[src/rtl/srap_pkg.sv]
// shared types and constants of the serial register access port
package srap_pkg;
  localparam int ADDR_W = 8;
  localparam int DATA_W = 8;
  localparam logic [2:0] BIT_LAST = 3'h7;
  localparam int DIR_BIT = 7;
  // pointer wrap bounds per space and direction
  localparam logic [7:0] CLK_RD_LO = 8'h00;
  localparam logic [7:0] CLK_RD_HI = 8'h1f;
  localparam logic [7:0] RAM_RD_LO = 8'h20;
  localparam logic [7:0] RAM_RD_HI = 8'h7f;
  localparam logic [7:0] CLK_WR_LO = 8'h80;
  localparam logic [7:0] CLK_WR_HI = 8'h9f;
  localparam logic [7:0] RAM_WR_LO = 8'ha0;
  localparam logic [7:0] RAM_WR_HI = 8'hff;

  typedef enum logic [1:0] {
    SRAP_IDLE,
    SRAP_ADDR,
    SRAP_DATA
  } srap_phase_type;

  // synchronised pin samples
  typedef struct packed {
    logic sclk;
    logic ce;
    logic din;
  } srap_pins_type;

  // access request toward the register store
  typedef struct packed {
    logic wr;
    logic rd;
    logic [ADDR_W-1:0] addr;
    logic [DATA_W-1:0] wdata;
  } srap_access_type;
endpackage

[src/rtl/srap_sync.sv]
// two-flop synchroniser for a group of pin inputs
`timescale 1ns/1ps
module srap_sync
  import srap_pkg::*;
(
  input wire logic clk, // system clock
  input wire logic reset_n, // async reset, active low
  input wire srap_pins_type async_in, // raw pins
  output srap_pins_type sync_out // synchronised pins
);
  typedef struct packed {
    srap_pins_type stage1;
    srap_pins_type stage2;
  } srap_sync_state_type;

  srap_sync_state_type state;
  srap_sync_state_type next_state;

  // first stage feeds only the second stage
  always_comb begin
    next_state.stage1 = async_in;
    next_state.stage2 = state.stage1;
  end

  always_ff @(posedge clk or negedge reset_n) begin
    if (!reset_n) begin
      state <= '0;
    end else begin
      state <= next_state;
    end
  end

  assign sync_out = state.stage2;
endmodule

[src/rtl/srap_port.sv]
// serial slave port: spi or three-wire access to clock registers and ram
// Behaviour
// - first byte after chip-select rises is the address, the rest are data
// - direction bit 0 means read burst, 1 means write burst
// - pointer advances by one after every data byte moved
// - auto-increment continues until chip-select drops
// - clock-space reads wrap from 1fh back to 00h
// - clock-space writes wrap from 9fh back to 80h
// - ram reads wrap from 7fh back to 20h
// - ram writes wrap from ffh back to a0h
// - bursts work in both clock and ram spaces
// - three-wire mode shares one data line for both directions
// - three-wire mode moves bytes lsb first
// - spi mode moves bytes msb first
// - three-wire samples on rising edge, drives on falling edge
// - select pin high picks spi, low picks three-wire
// - spi idle clock polarity is sampled when chip-select rises
// - spi captures on strobe edge, shifts on opposite edge, eight bits a byte
`timescale 1ns/1ps
module srap_port
  import srap_pkg::*;
(
  input wire logic clk, // 40 mhz system clock
  input wire logic reset_n, // async reset, active low
  input wire logic sclk_pin, // serial clock from host
  input wire logic ce_pin, // chip enable, active high
  input wire logic serial_in_pin, // data in, or shared line input in three-wire mode
  input wire logic interface_select_pin, // high spi, low three-wire
  output logic serial_out_pin, // data out level
  output logic serial_out_oe, // high while driving serial_out_pin
  output logic acc_wr, // one-cycle write strobe
  output logic acc_rd, // one-cycle read strobe, fetch for next byte
  output logic [ADDR_W-1:0] acc_addr, // access address
  output logic [DATA_W-1:0] acc_wdata, // write data
  input wire logic [DATA_W-1:0] acc_rdata // read data, valid cycle after acc_rd
);
  // port state apart from the pin synchroniser; the sequencer fills a copy and one flop bank holds it
  typedef struct packed {
    srap_phase_type phase;
    logic sclk_d; // previous synchronised clock
    logic ce_d;
    logic sel_meta; // select strap, first synchroniser stage
    logic sel_sync; // select strap, second stage
    logic mode_spi; // latched interface select
    logic cpol; // idle level seen at select
    logic is_read;
    logic load_pend; // high the cycle after a fetch, while read data stand
    logic [2:0] bit_cnt;
    logic [DATA_W-1:0] shift_in;
    logic [DATA_W-1:0] shift_out;
    logic [ADDR_W-1:0] ptr;
    logic dout;
    logic oe;
    srap_access_type acc;
  } srap_state_type;

  srap_state_type state;
  srap_state_type next_state;
  srap_pins_type pins_raw;
  srap_pins_type pins;

  // raw pins grouped for the shared synchroniser
  assign pins_raw.sclk = sclk_pin;
  assign pins_raw.ce = ce_pin;
  assign pins_raw.din = serial_in_pin;

  // clock, chip-select and data share one stage pair, so they stay aligned
  srap_sync u_sync (
    .clk(clk),
    .reset_n(reset_n),
    .async_in(pins_raw),
    .sync_out(pins)
  );

  // next pointer with per-space, per-direction wrap
  // direction follows from the space: reads sit below 80h, writes above,
  // so one wrap table serves both and needs no direction input
  function automatic logic [ADDR_W-1:0] bump(input logic [ADDR_W-1:0] p);
    logic [ADDR_W-1:0] r;
    r = p + 8'h01;
    if (p == CLK_RD_HI) r = CLK_RD_LO;
    else if (p == RAM_RD_HI) r = RAM_RD_LO;
    else if (p == CLK_WR_HI) r = CLK_WR_LO;
    else if (p == RAM_WR_HI) r = RAM_WR_LO;
    return r;
  endfunction

  // pick the outgoing bit for the current bit position
  // spi sends from the top bit, three-wire from the bottom
  function automatic logic out_bit(input logic [DATA_W-1:0] d, input logic spi);
    return spi ? d[DATA_W-1] : d[0];
  endfunction

  // decoded serial clock events
  logic rise;
  logic fall;
  logic strobe;
  logic shift;
  logic [DATA_W-1:0] byte_in;

  // edges of the synchronised clock; each is seen two cycles late, so the
  // serial clock half period must span several system clocks
  assign rise = pins.sclk && !state.sclk_d;
  assign fall = !pins.sclk && state.sclk_d;

  // spi strobe is the first edge leaving idle level; three-wire fixed
  // the idle level itself is caught at select, so either polarity works
  always_comb begin
    if (state.mode_spi) begin
      strobe = state.cpol ? fall : rise;
      shift = state.cpol ? rise : fall;
    end else begin
      strobe = rise;
      shift = fall;
    end
  end

  // assembled byte including the bit being sampled now
  // the new bit enters at the end that matches the bit order
  always_comb begin
    if (state.mode_spi) begin
      byte_in = {state.shift_in[DATA_W-2:0], pins.din};
    end else begin
      byte_in = {pins.din, state.shift_in[DATA_W-1:1]};
    end
  end

  // main sequencer
  // a pin edge reaches a registered strobe about three clocks later: two
  // synchroniser stages and the output register; the edge compare is combinational
  always_comb begin
    next_state = state;
    next_state.sclk_d = pins.sclk;
    next_state.ce_d = pins.ce;
    next_state.acc.wr = 1'b0;
    next_state.acc.rd = 1'b0;
    // the store answers a fetch one cycle late, so the load trails the strobe
    next_state.load_pend = state.acc.rd;
    // mode strap through two flops; only the second stage is ever decoded
    next_state.sel_meta = interface_select_pin;
    next_state.sel_sync = state.sel_meta;
    if (!pins.ce) begin
      // deselect: drop partial byte, float output, fresh address next time
      // the pointer is kept, but the next address byte overwrites it anyway
      next_state.phase = SRAP_IDLE;
      next_state.bit_cnt = '0;
      next_state.oe = 1'b0;
      next_state.is_read = 1'b0;
    end else if (!state.ce_d) begin
      // select edge: catch mode and idle clock level
      // bits clocked in before the select is seen are never counted
      next_state.phase = SRAP_ADDR;
      next_state.mode_spi = state.sel_sync;
      next_state.cpol = pins.sclk;
      next_state.bit_cnt = '0;
      next_state.oe = 1'b0;
    end else begin
      if (state.load_pend) begin
        next_state.shift_out = acc_rdata;
      end
      // strobes in idle are ignored, which also hides the false edge after reset
      if (strobe && state.phase != SRAP_IDLE) begin
        next_state.shift_in = byte_in;
        next_state.bit_cnt = state.bit_cnt + 3'h1;
        if (state.bit_cnt == BIT_LAST) begin
          if (state.phase == SRAP_ADDR) begin
            next_state.phase = SRAP_DATA;
            next_state.ptr = byte_in;
            next_state.is_read = !byte_in[DIR_BIT];
            if (!byte_in[DIR_BIT]) begin
              next_state.acc.rd = 1'b1;
              next_state.acc.addr = byte_in;
            end
          end else if (!state.is_read) begin
            // complete data byte commits, then pointer moves on
            next_state.acc.wr = 1'b1;
            next_state.acc.addr = state.ptr;
            next_state.acc.wdata = byte_in;
            next_state.ptr = bump(state.ptr);
          end else begin
            // fetch next read byte from the bumped pointer
            next_state.ptr = bump(state.ptr);
            next_state.acc.rd = 1'b1;
            next_state.acc.addr = bump(state.ptr);
          end
        end
      end
      // read data driven on shift edges; first bit on edge after address
      // a load lands three clocks after its strobe edge, ahead of the next
      // shift edge, which the minimum clock half period keeps apart
      if (shift && state.phase == SRAP_DATA && state.is_read) begin
        next_state.oe = 1'b1;
        next_state.dout = out_bit(state.shift_out, state.mode_spi);
        if (state.mode_spi) begin
          next_state.shift_out = {state.shift_out[DATA_W-2:0], 1'b0};
        end else begin
          next_state.shift_out = {1'b0, state.shift_out[DATA_W-1:1]};
        end
      end
    end
  end

  // one register bank for all state but the pin synchroniser; reset leaves the output released
  always_ff @(posedge clk or negedge reset_n) begin
    if (!reset_n) begin
      state <= '0;
    end else begin
      state <= next_state;
    end
  end

  // all outputs straight from the state register
  assign serial_out_pin = state.dout;
  assign serial_out_oe = state.oe;
  assign acc_wr = state.acc.wr;
  assign acc_rd = state.acc.rd;
  assign acc_addr = state.acc.addr;
  assign acc_wdata = state.acc.wdata;
endmodule

[config.mk]
export PLATFORM = sky130hd
export DESIGN_NAME = srap_port
export DESIGN_NICKNAME = d
export VERILOG_FILES = /design/src/rtl/srap_pkg.sv /design/src/rtl/srap_sync.sv /design/src/rtl/srap_port.sv
export SDC_FILE = /design/constraint.sdc
export NUM_CORES = 1
export LEC_CHECK = 0
export BUFFER_PORTS_ARGS = -buffer_cell sky130_fd_sc_hd__buf_2
export CORE_UTILIZATION = 58
export CTS_CLUSTER_DIAMETER = 120
export DETAILED_ROUTE_END_ITERATION = 12
export GPL_TIMING_DRIVEN = 0
export PLACE_DENSITY_LB_ADDON = 0.3
export RECOVER_POWER = 50
export SLEW_MARGIN = 20
export SYNTH_ARGS = -nofsm -noshare
export SYNTH_HDL_FRONTEND = slang
export SYNTH_SLANG_ARGS = --single-unit
[constraint.sdc]
create_clock -name clk -period 2.3 [get_ports clk]
set_clock_uncertainty 0.1 [all_clocks]
set_input_delay 0 -clock clk [delete_from_list [all_inputs] [get_ports clk]]
set_output_delay 0 -clock clk [all_outputs]
set_load 0.005 [all_outputs]
======== Yosys cells after proc, flatten, opt, wreduce, memory -nomap -nowiden ========
Cells that the tools add are included.
cells by class
  bitwise logic cells ..................... 3
  add/subtract/negate cells ............... 2
  equality and inequality tests ........... 16
  muxes and demuxes ....................... 42
  reductions and logical operators ........ 19
operators with widths
  kind                   number
  $mux W8                12
  $mux W18               4
  $mux W9                2
  $eq A8 B8 Y1 const B   2
  $mux W1                16
  $ne A3 B3 Y1 const B   4
  $reduce_and A3 Y1      4
  $mux W11               1
  $mux W2                5
  $ne A2 B2 Y1 const B   5
  $add A8 B1 Y8 const B  1
  $eq A8 B5 Y1 const B   1
  $eq A8 B7 Y1 const B   1
  $reduce_and A4 Y1      2
  $mux W3                2
  $reduce_and A6 Y1      1
  $logic_and A1 B1 Y1    5
  $reduce_and A5 Y1      1
  $reduce_bool A2 Y1     2
  $add A3 B1 Y3 const B  1
  $eq A3 B3 Y1 const B   1
  $logic_not A1 Y1       3
  $not A1 Y1             3
  $eq A2 B1 Y1 const B   1
  other kinds (2)        2
word-level totals
  register bits ........................... 63
  word-level logic and storage cells ...... 107
  input bits .............................. 14
  output and inout bits ................... 20

======== Logic depth before layout (Yosys ltp) ========
Gate-level depths: netlist (run 1).
  depth after elaboration ................. 11
  gate-level depth with buffers ........... 7
  depth with buffers taken out ............ 6

======== By module ========
A second synthesis (run 1) with hierarchy kept.
unflattened totals
  cell total of the unflattened synthesis .. 304
  area, all modules ....................... 3260.6 sq um
by module, submodules not included
  module     cells an instance  area an instance (sq um)  instances  sequential area each (sq um)
  srap_port  298                3110.5                    1          1426.4
  srap_sync  6                  150.1                     1          150.1

======== Worst setup path before layout (run 1) ========
Ideal clock, no wire load.
  path type ............................... register to register
  start ................................... register state[20] (netlist bit)
  end ..................................... register state (netlist bit acc_addr[3])
  slack ................................... 487 ps
  clock period less this slack ............ 1813 ps
  cell stages (with the launch flop) ...... 8
  setup time .............................. 126 ps
  path buffers ............................ 1
  arrival time ............................ 1587 ps
  data required time ...................... 2074 ps
  cell sequence ........................... dfrtp_1 -> ha_1 -> and3_1 -> clkbuf_1 -> nand3_1 -> nand2_1 -> a311oi_1 -> a221o_1
between the ends
  longest elaborated chain between the ends .. 7
  elaborated cells between the ends (all ways) .. 11
  those cells by class .................... add/sub (1); eq/ne (4); mux (6)
RTL lines
  element                                               line                              source
  from (decl)                                           srap_port.sv:57                   srap_state_type state;
  from (signal assigned)                                srap_port.sv:208                  state <= next_state;
  $add A8 B1 Y8 / $eq A8 B8 Y1 (equally long branches)  srap_port.sv:80, srap_port.sv:84
  $mux W8                                               srap_port.sv:84                   else if (p == RAM_WR_HI) r = RAM_WR_LO;
  $mux W8                                               srap_port.sv:83                   else if (p == CLK_WR_HI) r = CLK_WR_LO;
  $mux W8                                               srap_port.sv:82                   else if (p == RAM_RD_HI) r = RAM_RD_LO;
  $mux W8 (*)                                           srap_port.sv:81                   if (p == CLK_RD_HI) r = CLK_RD_LO;
  $mux W8 (*)                                           srap_port.sv:174                  end else if (!state.is_read) begin
  $mux W9 (*)                                           srap_port.sv:166                  if (state.phase == SRAP_ADDR) begin
Every way passes the cells marked *; elsewhere a longest branch is shown, timed or not.
A chain may end at the register's enable or synchronous reset.

======== Worst setup path in the final report (run 1) ========
Ends and elaborated chain as after synthesis.

==> impl_metrics.json, run 1 <==
{
  "drive_gt1_share_pct": 24.0,
  "worst_ir_drop_vdd_mv": 0.452,
  "holdPathEnd": "u_sync.next_state[1]",
  "seqPwrFrac_pct": 48.5,
  "n_fill_cell": 396,
  "reg2reg_slack_ps": 210,
  "async_flop_share_pct": 100,
  "synth.yosys.warnings": 0,
  "vias": 2476,
  "mostFrequentLayoutCell": "dfrtp_1",
  "numCtsBuffers": 9,
  "clkSlewWorstSetupHoldPaths_ps": 70,
  "powerDensity_mw_per_mm2": 682,
  "clock_latency_ps": 340,
  "first_global_vias": 2396,
  "run_status": "finished, violations left",
  "io_pins": 34,
  "initial_utilization_pct": 61.0,
  "slew_headroom_pct": -1.75,
  "drt_iter0_drc": 149,
  "max_stage_delay_ps": 470,
  "p_clk_share_pct": 36.5,
  "grt_pass1_wl_um": 11400,
  "netSwitchingFraction_pct": 27.5,
  "hold_class": "in -> reg",
  "max_cap_violations": 1,
  "num_antenna_cells": 0,
  "wirelength_um": 6560,
  "synth_edf_count": 0,
  "synthCells": 301,
  "cp_slowest_cell": "dfrtp_1",
  "die_w_um": 76.0,
  "gr-total-overflow": 0,
  "worst_slew_pin_slew_ps": 1530,
  "max_freq_ghz": 0.479,
  "root_buffer": "clkbuf_8",
  "critical_path_arrival_ps": 2200,
  "h-tree-depth": 3,
  "syn_nets": 318,
  "worstPathRequired_ps": 2410,
  "synth_ff_type": "dfrtp_1",
  "whs_path_depth": 2,
  "viasPerCell": 5.72,
  "ant_nets": 0,
  "end_kind": "register",
  "syn_to_final_growth_pct": 18.2,
  "io_buffers": 33,
  "final_cell_mix": "63 x dfrtp_1, 34 x buf_2, 32 x nor2_1, 28 x nand2_1, 25 x mux2i_1",
  "multi_input_area_mm2": 0.00141,
  "post-route-min-period_ps": 2090,
  "whs_ps": 209,
  "seq_area_frac_synth_pct": 49.7,
  "avgSynthCellArea_um2": 10.5,
  "leakagePower_uw": 0.00176,
  "antenna_found_initial": 0,
  "track_usage_pct": 25.1,
  "place_hpwl_um": 4340,
  "pre_cts_ws_ps": 222,
  "setup_viol": 0,
  "yosysUniqueCellTypes": 45,
  "num_rows": 26,
  "gp_congestion": 0.958,
  "tritoncts": "yes",
  "setup_slack_ps": 212,
  "pwr-share-comb_pct": 15.0,
  "cts_sinks": 63,
  "cp_max_fo": 8,
  "fin_crit_sh_pct": 90.8,
  "reg2reg_to": "acc_addr[3]",
  "fin_nets": 375,
  "drcViolationCount": 0,
  "fp.dieH_um": 76.0,
  "fin_cells": 433,
  "core_mm2": 0.00520,
  "path_class": "reg -> reg",
  "r2r_start": "state[20]",
  "clock_path_buffers": 2,
  "r2r_cells": 7,
  "finalHoldViolCount": 0,
  "min_from": "ce_pin",
  "wl_per_cell_um": 15.2,
  "rsz0062_at_grt": "no",
  "ys_ff_latch": 63,
  "cp-start-kind": "register",
  "report.power.total_uw": 2560,
  "tns_ps": 0,
  "switchingPower_uw": 703,
  "internal_power_uw": 1860,
  "ff_latch_area_mm2": 0.00158,
  "first_pass_iters": 5,
  "placed_cells": 404,
  "grt_max_degree": 64,
  "synth.cell_area_mm2": 0.00317,
  "dieArea_mm2": 0.00577,
  "violations": "max-capacitance violations, max-slew violations",
  "crit_chain": "ha_2 > and3_1 > clkbuf_1 > nand3_1 > nand2_1 > a311oi_1 > a221o_1",
  "drv_slew": 64
}
==> metrics by stage <==
stage	utilization [%]	cell area (µm²)
global placement	65.8	3430
floorplan	-	3170
CTS	72.1	3750
finish	72.1	3750
detailed placement	65.9	3430
global route	72.1	3750
==> flip-flops by register name, summed over array words and instances, names as in the netlist <==
signal,cells
serial_out_pin,1
u_sync.next_state,3
acc_addr,8
serial_out_oe,1
acc_wdata,8
u_sync.sync_out,3
next_state,1
state,36
acc_wr,1
acc_rd,1
==> layer usage <==
metal | wire length [µm] | GRT usage, % | up-vias
met5 | 0 | 0 | -
li1 | - | - | 1169
met2 | 3190 | 37.7 | 69
met3 | 302 | 6.71 | 8
met1 | 3000 | 34.7 | 1230
met4 | 70 | 10.0 | 0
==> critical path, delay by kind of cell, from the launching register on <==
family                     cells  cell delay, ps
and+or+nand+nor                3             490
DFF                            1             470
adders and majority gates      1             290
buffers and inverters          1             210
AOI/OAI and AO/OA              2             400
==> power groups by stage <==
stage          Combinational (µW)  Clock (µW)  Sequential (µW)
4_1_cts                       382         954             1240
2_1_floorplan                 251           0             1250
3_5_place_dp                  363           0             1260
3_3_place_gp                  356           0             1260
5_1_grt                       423        1010             1250
6_report                      384         934             1240
==> worst max path at each step <==
stage | start | cells past startpoint | endpoint | slack (ps)
final | state[20] | 7 | acc_addr[3] | 210
after floorplan | state[20] | 7 | acc_addr[3] | 490
after global placement | state[20] | 7 | acc_addr[3] | 240
after detailed placement | state[20] | 7 | acc_addr[3] | 220
after global routing | state[20] | 7 | acc_addr[3] | 20
after CTS | state[20] | 7 | acc_addr[3] | 190
==> cell type report <==
type,count,share of cell area [%]
Sequential cell,63,42.0
Multi-Input combinational cell,208,37.5
Timing Repair Buffer,46,7.87
Buffer,29,5.07
Clock buffer,13,3.97
Tap cell,70,2.33
Clock inverter,3,1.13
Inverter,1,0.100
==> cell usage after synthesis (all sizes together) (4+ instances only) <==
cell	instances	area share, %
clkbuf	7	0.83
nor3	6	2.1
a21oi	21	3.4
nor2	32	3.8
dfrtp	63	50
and3	4	0.79
nand3	9	1.4
mux2i	27	9.3
mux2	6	2.1
nand2	29	3.9
o21ai	15	2.5
buf	22	5.2
a31oi	5	0.99
nor2b	4	0.79
a22o	13	3.6
xor2	4	1.1
==> kinds of logic (layout without fill, tap and decap cells) <==
group	Yosys count	after routing	share of synthesized area, %
buf+inv	30	92	6.11
compound gates	66	66	13.6
flops	63	63	49.7
xor+xnor	6	6	1.66
fa+ha+maj	3	3	1.18
mux	33	33	11.4
simple gates	100	100	16.3
==> what timing repair did <==
action	in CTS	in global routing
setup endpoints to repair	0	1
resized for setup	0	1
buffers inserted	0	0
hold buffers	13	0
endpoints found under the hold margin	75	0
(Power assumes the default switching activity.)
==> run 2, diff against run 1 <==
--- a/config.mk
+++ b/config.mk
@@ -5,14 +5,16 @@
 export SDC_FILE = /design/constraint.sdc
 export NUM_CORES = 1
 export LEC_CHECK = 0
+export ABC_AREA = 1
 export BUFFER_PORTS_ARGS = -buffer_cell sky130_fd_sc_hd__buf_2
-export CORE_UTILIZATION = 58
+export CELL_PAD_IN_SITES_DETAIL_PLACEMENT = 0
+export CELL_PAD_IN_SITES_GLOBAL_PLACEMENT = 1
+export CORE_UTILIZATION = 44
 export CTS_CLUSTER_DIAMETER = 120
 export DETAILED_ROUTE_END_ITERATION = 12
 export GPL_TIMING_DRIVEN = 0
 export PLACE_DENSITY_LB_ADDON = 0.3
 export RECOVER_POWER = 50
-export SLEW_MARGIN = 20
 export SYNTH_ARGS = -nofsm -noshare
 export SYNTH_HDL_FRONTEND = slang
 export SYNTH_SLANG_ARGS = --single-unit
==> impl_metrics.json, run 2 <==
{
  "fin_area_mm2": 0.00393,
  "h-tree-depth": 3,
  "synthCells": 413,
  "ant_nets": 0,
  "fin_nets": 487,
  "holdPathEnd": "u_sync.next_state[1]",
  "path_class": "reg -> reg",
  "regMostFlops": "state",
  "mostFrequentLayoutCell": "nand2_1",
  "rsz0062_at_grt": "no",
  "synthTopCellsByArea": "dfrtp_1 47%, nand2_1 14%, inv_1 5.3%, o21ai_0 5.1%, nand3_1 3.7%",
  "worst_ir_drop_vdd_mv": 0.376,
  "tritoncts": "yes",
  "avgSynthCellArea_um2": 8.09,
  "leakagePower_uw": 0.00217,
  "fp.dieH_um": 89.1,
  "slew_headroom_pct": -4.75,
  "cts_sinks": 63,
  "max_freq_ghz": 0.546,
  "reg2reg_slack_ps": 470,
  "antenna_found_initial": 0,
  "ys_ff_latch": 63,
  "first_pass_iters": 5,
  "largest_register_ffs": 36,
  "die_w_um": 89.1,
  "post-route-min-period_ps": 1830,
  "critical_path_arrival_ps": 1950,
  "drive_gt1_share_pct": 20.2,
  "root_buffer": "clkbuf_8",
  "tns_ps": 0,
  "clock_latency_ps": 340,
  "final_cell_mix": "122 x nand2_1, 63 x dfrtp_1, 47 x inv_1, 34 x o21ai_0",
  "vias": 2763,
  "seq_area_frac_synth_pct": 47.2,
  "fin_crit_sh_pct": 79.7,
  "min_from": "ce_pin",
  "drt_iter0_drc": 149,
  "place_hpwl_um": 4990,
  "final_core_util_pct": 53.8,
  "syn_nets": 430,
  "cp_max_fo": 10,
  "synth.yosys.warnings": 0,
  "drcViolationCount": 0,
  "yosysUniqueCellTypes": 32,
  "io_buffers": 33,
  "dpl_cell_area_mm2": 0.00363,
  "core_mm2": 0.00729,
  "num_rows": 31,
  "io_pins": 34,
  "dieArea_mm2": 0.00794,
  "track_usage_pct": 20.7,
  "wirelength_um": 7190,
  "clock_path_buffers": 2,
  "hold_class": "in -> reg",
  "finalHoldViolCount": 0,
  "synth.cell_area_mm2": 0.00334,
  "powerDensity_mw_per_mm2": 625,
  "async_flop_share_pct": 100,
  "worstPathRequired_ps": 2420,
  "synthTopCellsByCount": "122 x nand2_1, 63 x dfrtp_1, 47 x inv_1",
  "num_antenna_cells": 0,
  "whs_ps": 196,
  "grt_max_degree": 64,
  "post_cts_buffers": 0,
  "initial_utilization_pct": 45.8,
  "cp-start-kind": "register",
  "clkSlewWorstSetupHoldPaths_ps": 70,
  "gr-total-overflow": 0,
  "synth_edf_count": 0,
  "viasPerCell": 4.81,
  "violations": "max-capacitance violations, max-slew violations",
  "setup_viol": 0,
  "wl_per_cell_um": 12.5,
  "reg2reg_to": "state[23]",
  "worst_slew_pin_slew_ps": 1570,
  "whs_path_depth": 2,
  "drv_slew": 64,
  "synth_top_area_share_pct": 47.2,
  "r2r_cells": 6,
  "synth_ff_type": "dfrtp_1",
  "grt_pass1_wl_um": 12100,
  "synth_most_common_cell": "nand2_1",
  "run_status": "finished, violations left",
  "syn_to_final_growth_pct": 17.5,
  "r2r_start": "state[50]",
  "first_global_vias": 2557,
  "synth_top_cell_by_area": "dfrtp_1",
  "end_kind": "register",
  "max_cap_violations": 1,
  "numCtsBuffers": 9,
  "gp_congestion": 0.882,
  "n_fill_cell": 750
}
run 2: cell types whose count changed after synthesis, sizes merged, moves of 5 or more:
cell | previous run | this run
clkbuf | 7 | 2
mux2 | 6 | 0
o21ai | 15 | 49
nand2 | 29 | 132
nand3 | 9 | 26
inv | 1 | 53
mux2i | 27 | 0
a21oi | 21 | 12
a22o | 13 | 0
run 2: timing repair:
item,in CTS,in global routing
endpoints found under the hold margin,75,0
endpoints found under the setup margin,0,0
gates resized for setup,0,0
hold buffers,13,0
run 2: kinds of logic (layout without fill, tap and decap cells):
| family | after synthesis | after routing | synth area share, % |
|---|---|---|---|
| compound gates | 71 | 71 | 12.7 |
| simple gates | 198 | 198 | 27.4 |
| buf+inv | 77 | 139 | 11.3 |
| xor+xnor | 1 | 1 | 0.262 |
| fa+ha+maj | 3 | 3 | 1.12 |
| flops | 63 | 63 | 47.2 |
run 2: critical path, stage by stage (launching register included):
cell     delay, ps
dfrtp_1        370
buf_6          140
buf_2          180
o21ai_0        600
nor2_1         120
nor2_1         130
a22oi_1         70
run 2: where the power goes:
group          internal, µW  leakage (µW)  switching [µW]
registers              1180      0.000801            40.0
clock network           447     0.0000894             425
logic                   108       0.00128             259
total                  1730       0.00217             724
run 2: worst max path at each step:
stage | startpoint | to | slack (ps) | cells past startpoint
after floorplan | state[50] | acc_wdata[1] | 700 | 12
after global placement | state[50] | acc_addr[1] | 440 | 6
after detailed placement | state[50] | acc_addr[1] | 430 | 6
after CTS | state[50] | acc_addr[1] | 440 | 6
after global routing | state[55] | acc_addr[4] | 260 | 8
final | state[50] | state[23] | 470 | 6
run 2: metrics by stage:
step | setup slack, ps | instances | power [µW]
floorplan | 700 | 413 | 1460
global placement | 435 | 545 | 1580
detailed placement | 426 | 545 | 1590
CTS | 441 | 574 | 2480
global route | 262 | 574 | 2590
finish | 468 | 574 | 2450
run 2: area by class of cell:
class / count / area [µm²] / area share, %
sequential: 63 / 1580 / 40.2
multi-input combinational: 273 / 1390 / 35.3
timing repair buffer: 46 / 285 / 7.27
inverter: 53 / 201 / 5.13
buffer: 24 / 176 / 4.49
clock buffer: 13 / 159 / 4.05
tap: 99 / 124 / 3.16
clock inverter: 3 / 17.5 / 0.446
run 2: layer usage:
layer / up-vias / track usage [%] / wire (µm)
li1: 1413 / - / -
met1: 1296 / 26.4 / 3340
met4: 0 / 6.78 / 76
met2: 47 / 34.1 / 3510
met3: 7 / 6.09 / 265
met5: - / 0 / 0
==> run 3, diff against run 2 <==
--- a/config.mk
+++ b/config.mk
@@ -5,11 +5,11 @@
 export SDC_FILE = /design/constraint.sdc
 export NUM_CORES = 1
 export LEC_CHECK = 0
-export ABC_AREA = 1
+export ABC_AREA = 0
 export BUFFER_PORTS_ARGS = -buffer_cell sky130_fd_sc_hd__buf_2
 export CELL_PAD_IN_SITES_DETAIL_PLACEMENT = 0
 export CELL_PAD_IN_SITES_GLOBAL_PLACEMENT = 1
-export CORE_UTILIZATION = 44
+export CORE_UTILIZATION = 42
 export CTS_CLUSTER_DIAMETER = 120
 export DETAILED_ROUTE_END_ITERATION = 12
 export GPL_TIMING_DRIVEN = 0
==> constraint.sdc (replaced) <==
create_clock -name clk -period 1.5 [get_ports clk]
set_clock_uncertainty 0.1 [all_clocks]
set_input_delay 0 -clock clk [delete_from_list [all_inputs] [get_ports clk]]
set_output_delay 0 -clock clk [all_outputs]
set_load 0.005 [all_outputs]
==> impl_metrics.json, run 3 (synthesized netlist as in run 1, its figures left out) <==
{
  "end_kind": "register",
  "multi_input_area_mm2": 0.00167,
  "clkSlewWorstSetupHoldPaths_ps": 60,
  "largest_register_ffs": 36,
  "r2r_cells": 7,
  "syn_to_final_growth_pct": 36.8,
  "numCtsBuffers": 9,
  "mostFrequentLayoutCell": "dfrtp_1",
  "vias": 2527,
  "cp_max_fo": 4,
  "initial_utilization_pct": 43.5,
  "first_global_vias": 2351,
  "tritoncts": "yes",
  "io_buffers": 33,
  "drive_gt1_share_pct": 41.3,
  "drt_iter0_drc": 133,
  "critical_path_arrival_ps": 1990,
  "worstPathRequired_ps": 1670,
  "first_pass_iters": 4,
  "r2r_start": "u_sync.sync_out[2]",
  "max_cap_violations": 0,
  "die_w_um": 88.9,
  "track_usage_pct": 20.7,
  "gr-total-overflow": 0,
  "slew_headroom_pct": 46.9,
  "h-tree-depth": 3,
  "hold_class": "in -> async",
  "placed_cells": 433,
  "dieArea_mm2": 0.00791,
  "final_cell_mix": "58 x dfrtp_1, 34 x buf_2, 30 x buf_4, 27 x nand2_1, 25 x nor2_1",
  "reg2reg_slack_ps": -320,
  "fin_cells": 484,
  "num_antenna_cells": 0,
  "violations": "negative setup slack",
  "regMostFlops": "state",
  "num_rows": 31,
  "ff_latch_area_mm2": 0.00158,
  "antenna_found_initial": 0,
  "path_class": "reg -> reg",
  "root_buffer": "clkbuf_8",
  "setup_slack_ps": -318,
  "run_status": "finished, violations left",
  "wl_per_cell_um": 15.6,
  "worst_ir_drop_vdd_mv": 0.486,
  "cts_sinks": 63,
  "place_hpwl_um": 4530,
  "post-route-min-period_ps": 1820,
  "powerDensity_mw_per_mm2": 972,
  "ant_nets": 0,
  "grt_max_degree": 64,
  "n_fill_cell": 634,
  "worst_slew_pin_slew_ps": 797,
  "report.power.total_uw": 4220,
  "worstSetupEndpoint": "state[32]",
  "drv_slew": 0,
  "crit_start": "u_sync.sync_out[2]",
  "rsz0062_at_grt": "yes",
  "fp.dieH_um": 88.9,
  "reg2reg_to": "state[32]",
  "core_mm2": 0.00729,
  "wirelength_um": 7530,
  "finalHoldViolCount": 0,
  "cp-start-kind": "register",
  "viasPerCell": 5.22,
  "max_freq_ghz": 0.550,
  "clock_path_buffers": 2,
  "drcViolationCount": 0,
  "setup_viol": 46,
  "gp_congestion": 0.839,
  "fin_nets": 400,
  "fin_crit_sh_pct": 121,
  "clock_latency_ps": 340,
  "grt_pass1_wl_um": 12000,
  "leakagePower_uw": 0.00195,
  "pre_cts_ws_ps": -477,
  "io_pins": 34
}
run 3: changes by cell type in the layout (fill, tap and decap cells not counted), sizes merged, moves of 13 or more:
cell,before,now
mux2i,0,28
nand3,26,9
a22o,0,13
nand2,132,29
o21ai,49,15
buf,44,81
inv,53,1
run 3: how the worst min path moves through the flow:
stage / start / to / slack, ps / cells past startpoint
2_1_floorplan: reset_n / acc_addr[0] / -400 / 0
3_3_place_gp: interface_select_pin / next_state[51] / 8 / 1
3_5_place_dp: interface_select_pin / next_state[51] / 10 / 1
4_1_cts: ce_pin / u_sync.next_state[1] / 190 / 2
5_1_grt: ce_pin / u_sync.next_state[1] / 200 / 2
6_report: reset_n / serial_out_pin / 180 / 2
run 3: critical path, cell delays in order (launching register included):
cell and delay (ps):
dfrtp_1 390, and2b_2 310, mux2i_2 100, nor3_2 190
buf_4 180, buf_6 90, mux2i_2 220, a22o_1 170
run 3: routing by layer:
layer	up-vias	wire length (µm)	track usage [%]
met2	57	3660	32.4
met1	1234	3470	27.5
met4	0	119	6.64
met3	12	285	6.37
li1	1224	-	-
met5	-	0	0
run 3: report_power, final:
part           leakage (µW)  total, µW  switching (µW)  internal [µW]
registers          0.000826       1950             133           1810
logic               0.00103        823             448            375
clock network     0.0000944       1450             622            832
total               0.00195       4220            1200           3020
run 3: what timing repair did:
| item | in CTS | in global routing |
|---|---|---|
| cloned | 1 | 1 |
| endpoints found under the hold margin | 75 | 0 |
| hold buffers | 13 | 0 |
| setup endpoints to repair | 48 | 49 |
| pin swaps | 13 | 7 |
| gates resized for setup | 40 | 30 |
| setup buffers | 20 | 3 |
run 3: through the flow:
step / TNS, ps / area, µm² / hold slack [ps] / util [%]
6_report: -8540 / 4340 / 183 / 59.5
5_1_grt: -11520 / 4340 / 197 / 59.5
4_1_cts: -8360 / 4210 / 185 / 57.8
3_5_place_dp: -14010 / 3530 / 9.71 / 48.5
3_3_place_gp: -13740 / 3530 / 7.76 / 48.4
2_1_floorplan: -4670 / 3240 / -396 / -
run 3: final cells by class:
cell class	instances	area share (%)
Multi-Input combinational cell	209	38.4
Sequential cell	63	36.5
Timing Repair Buffer	70	12.7
Buffer	29	5.27
Clock buffer	12	3.57
Tap cell	99	2.85
Clock inverter	1	0.692
Inverter	1	0.0865
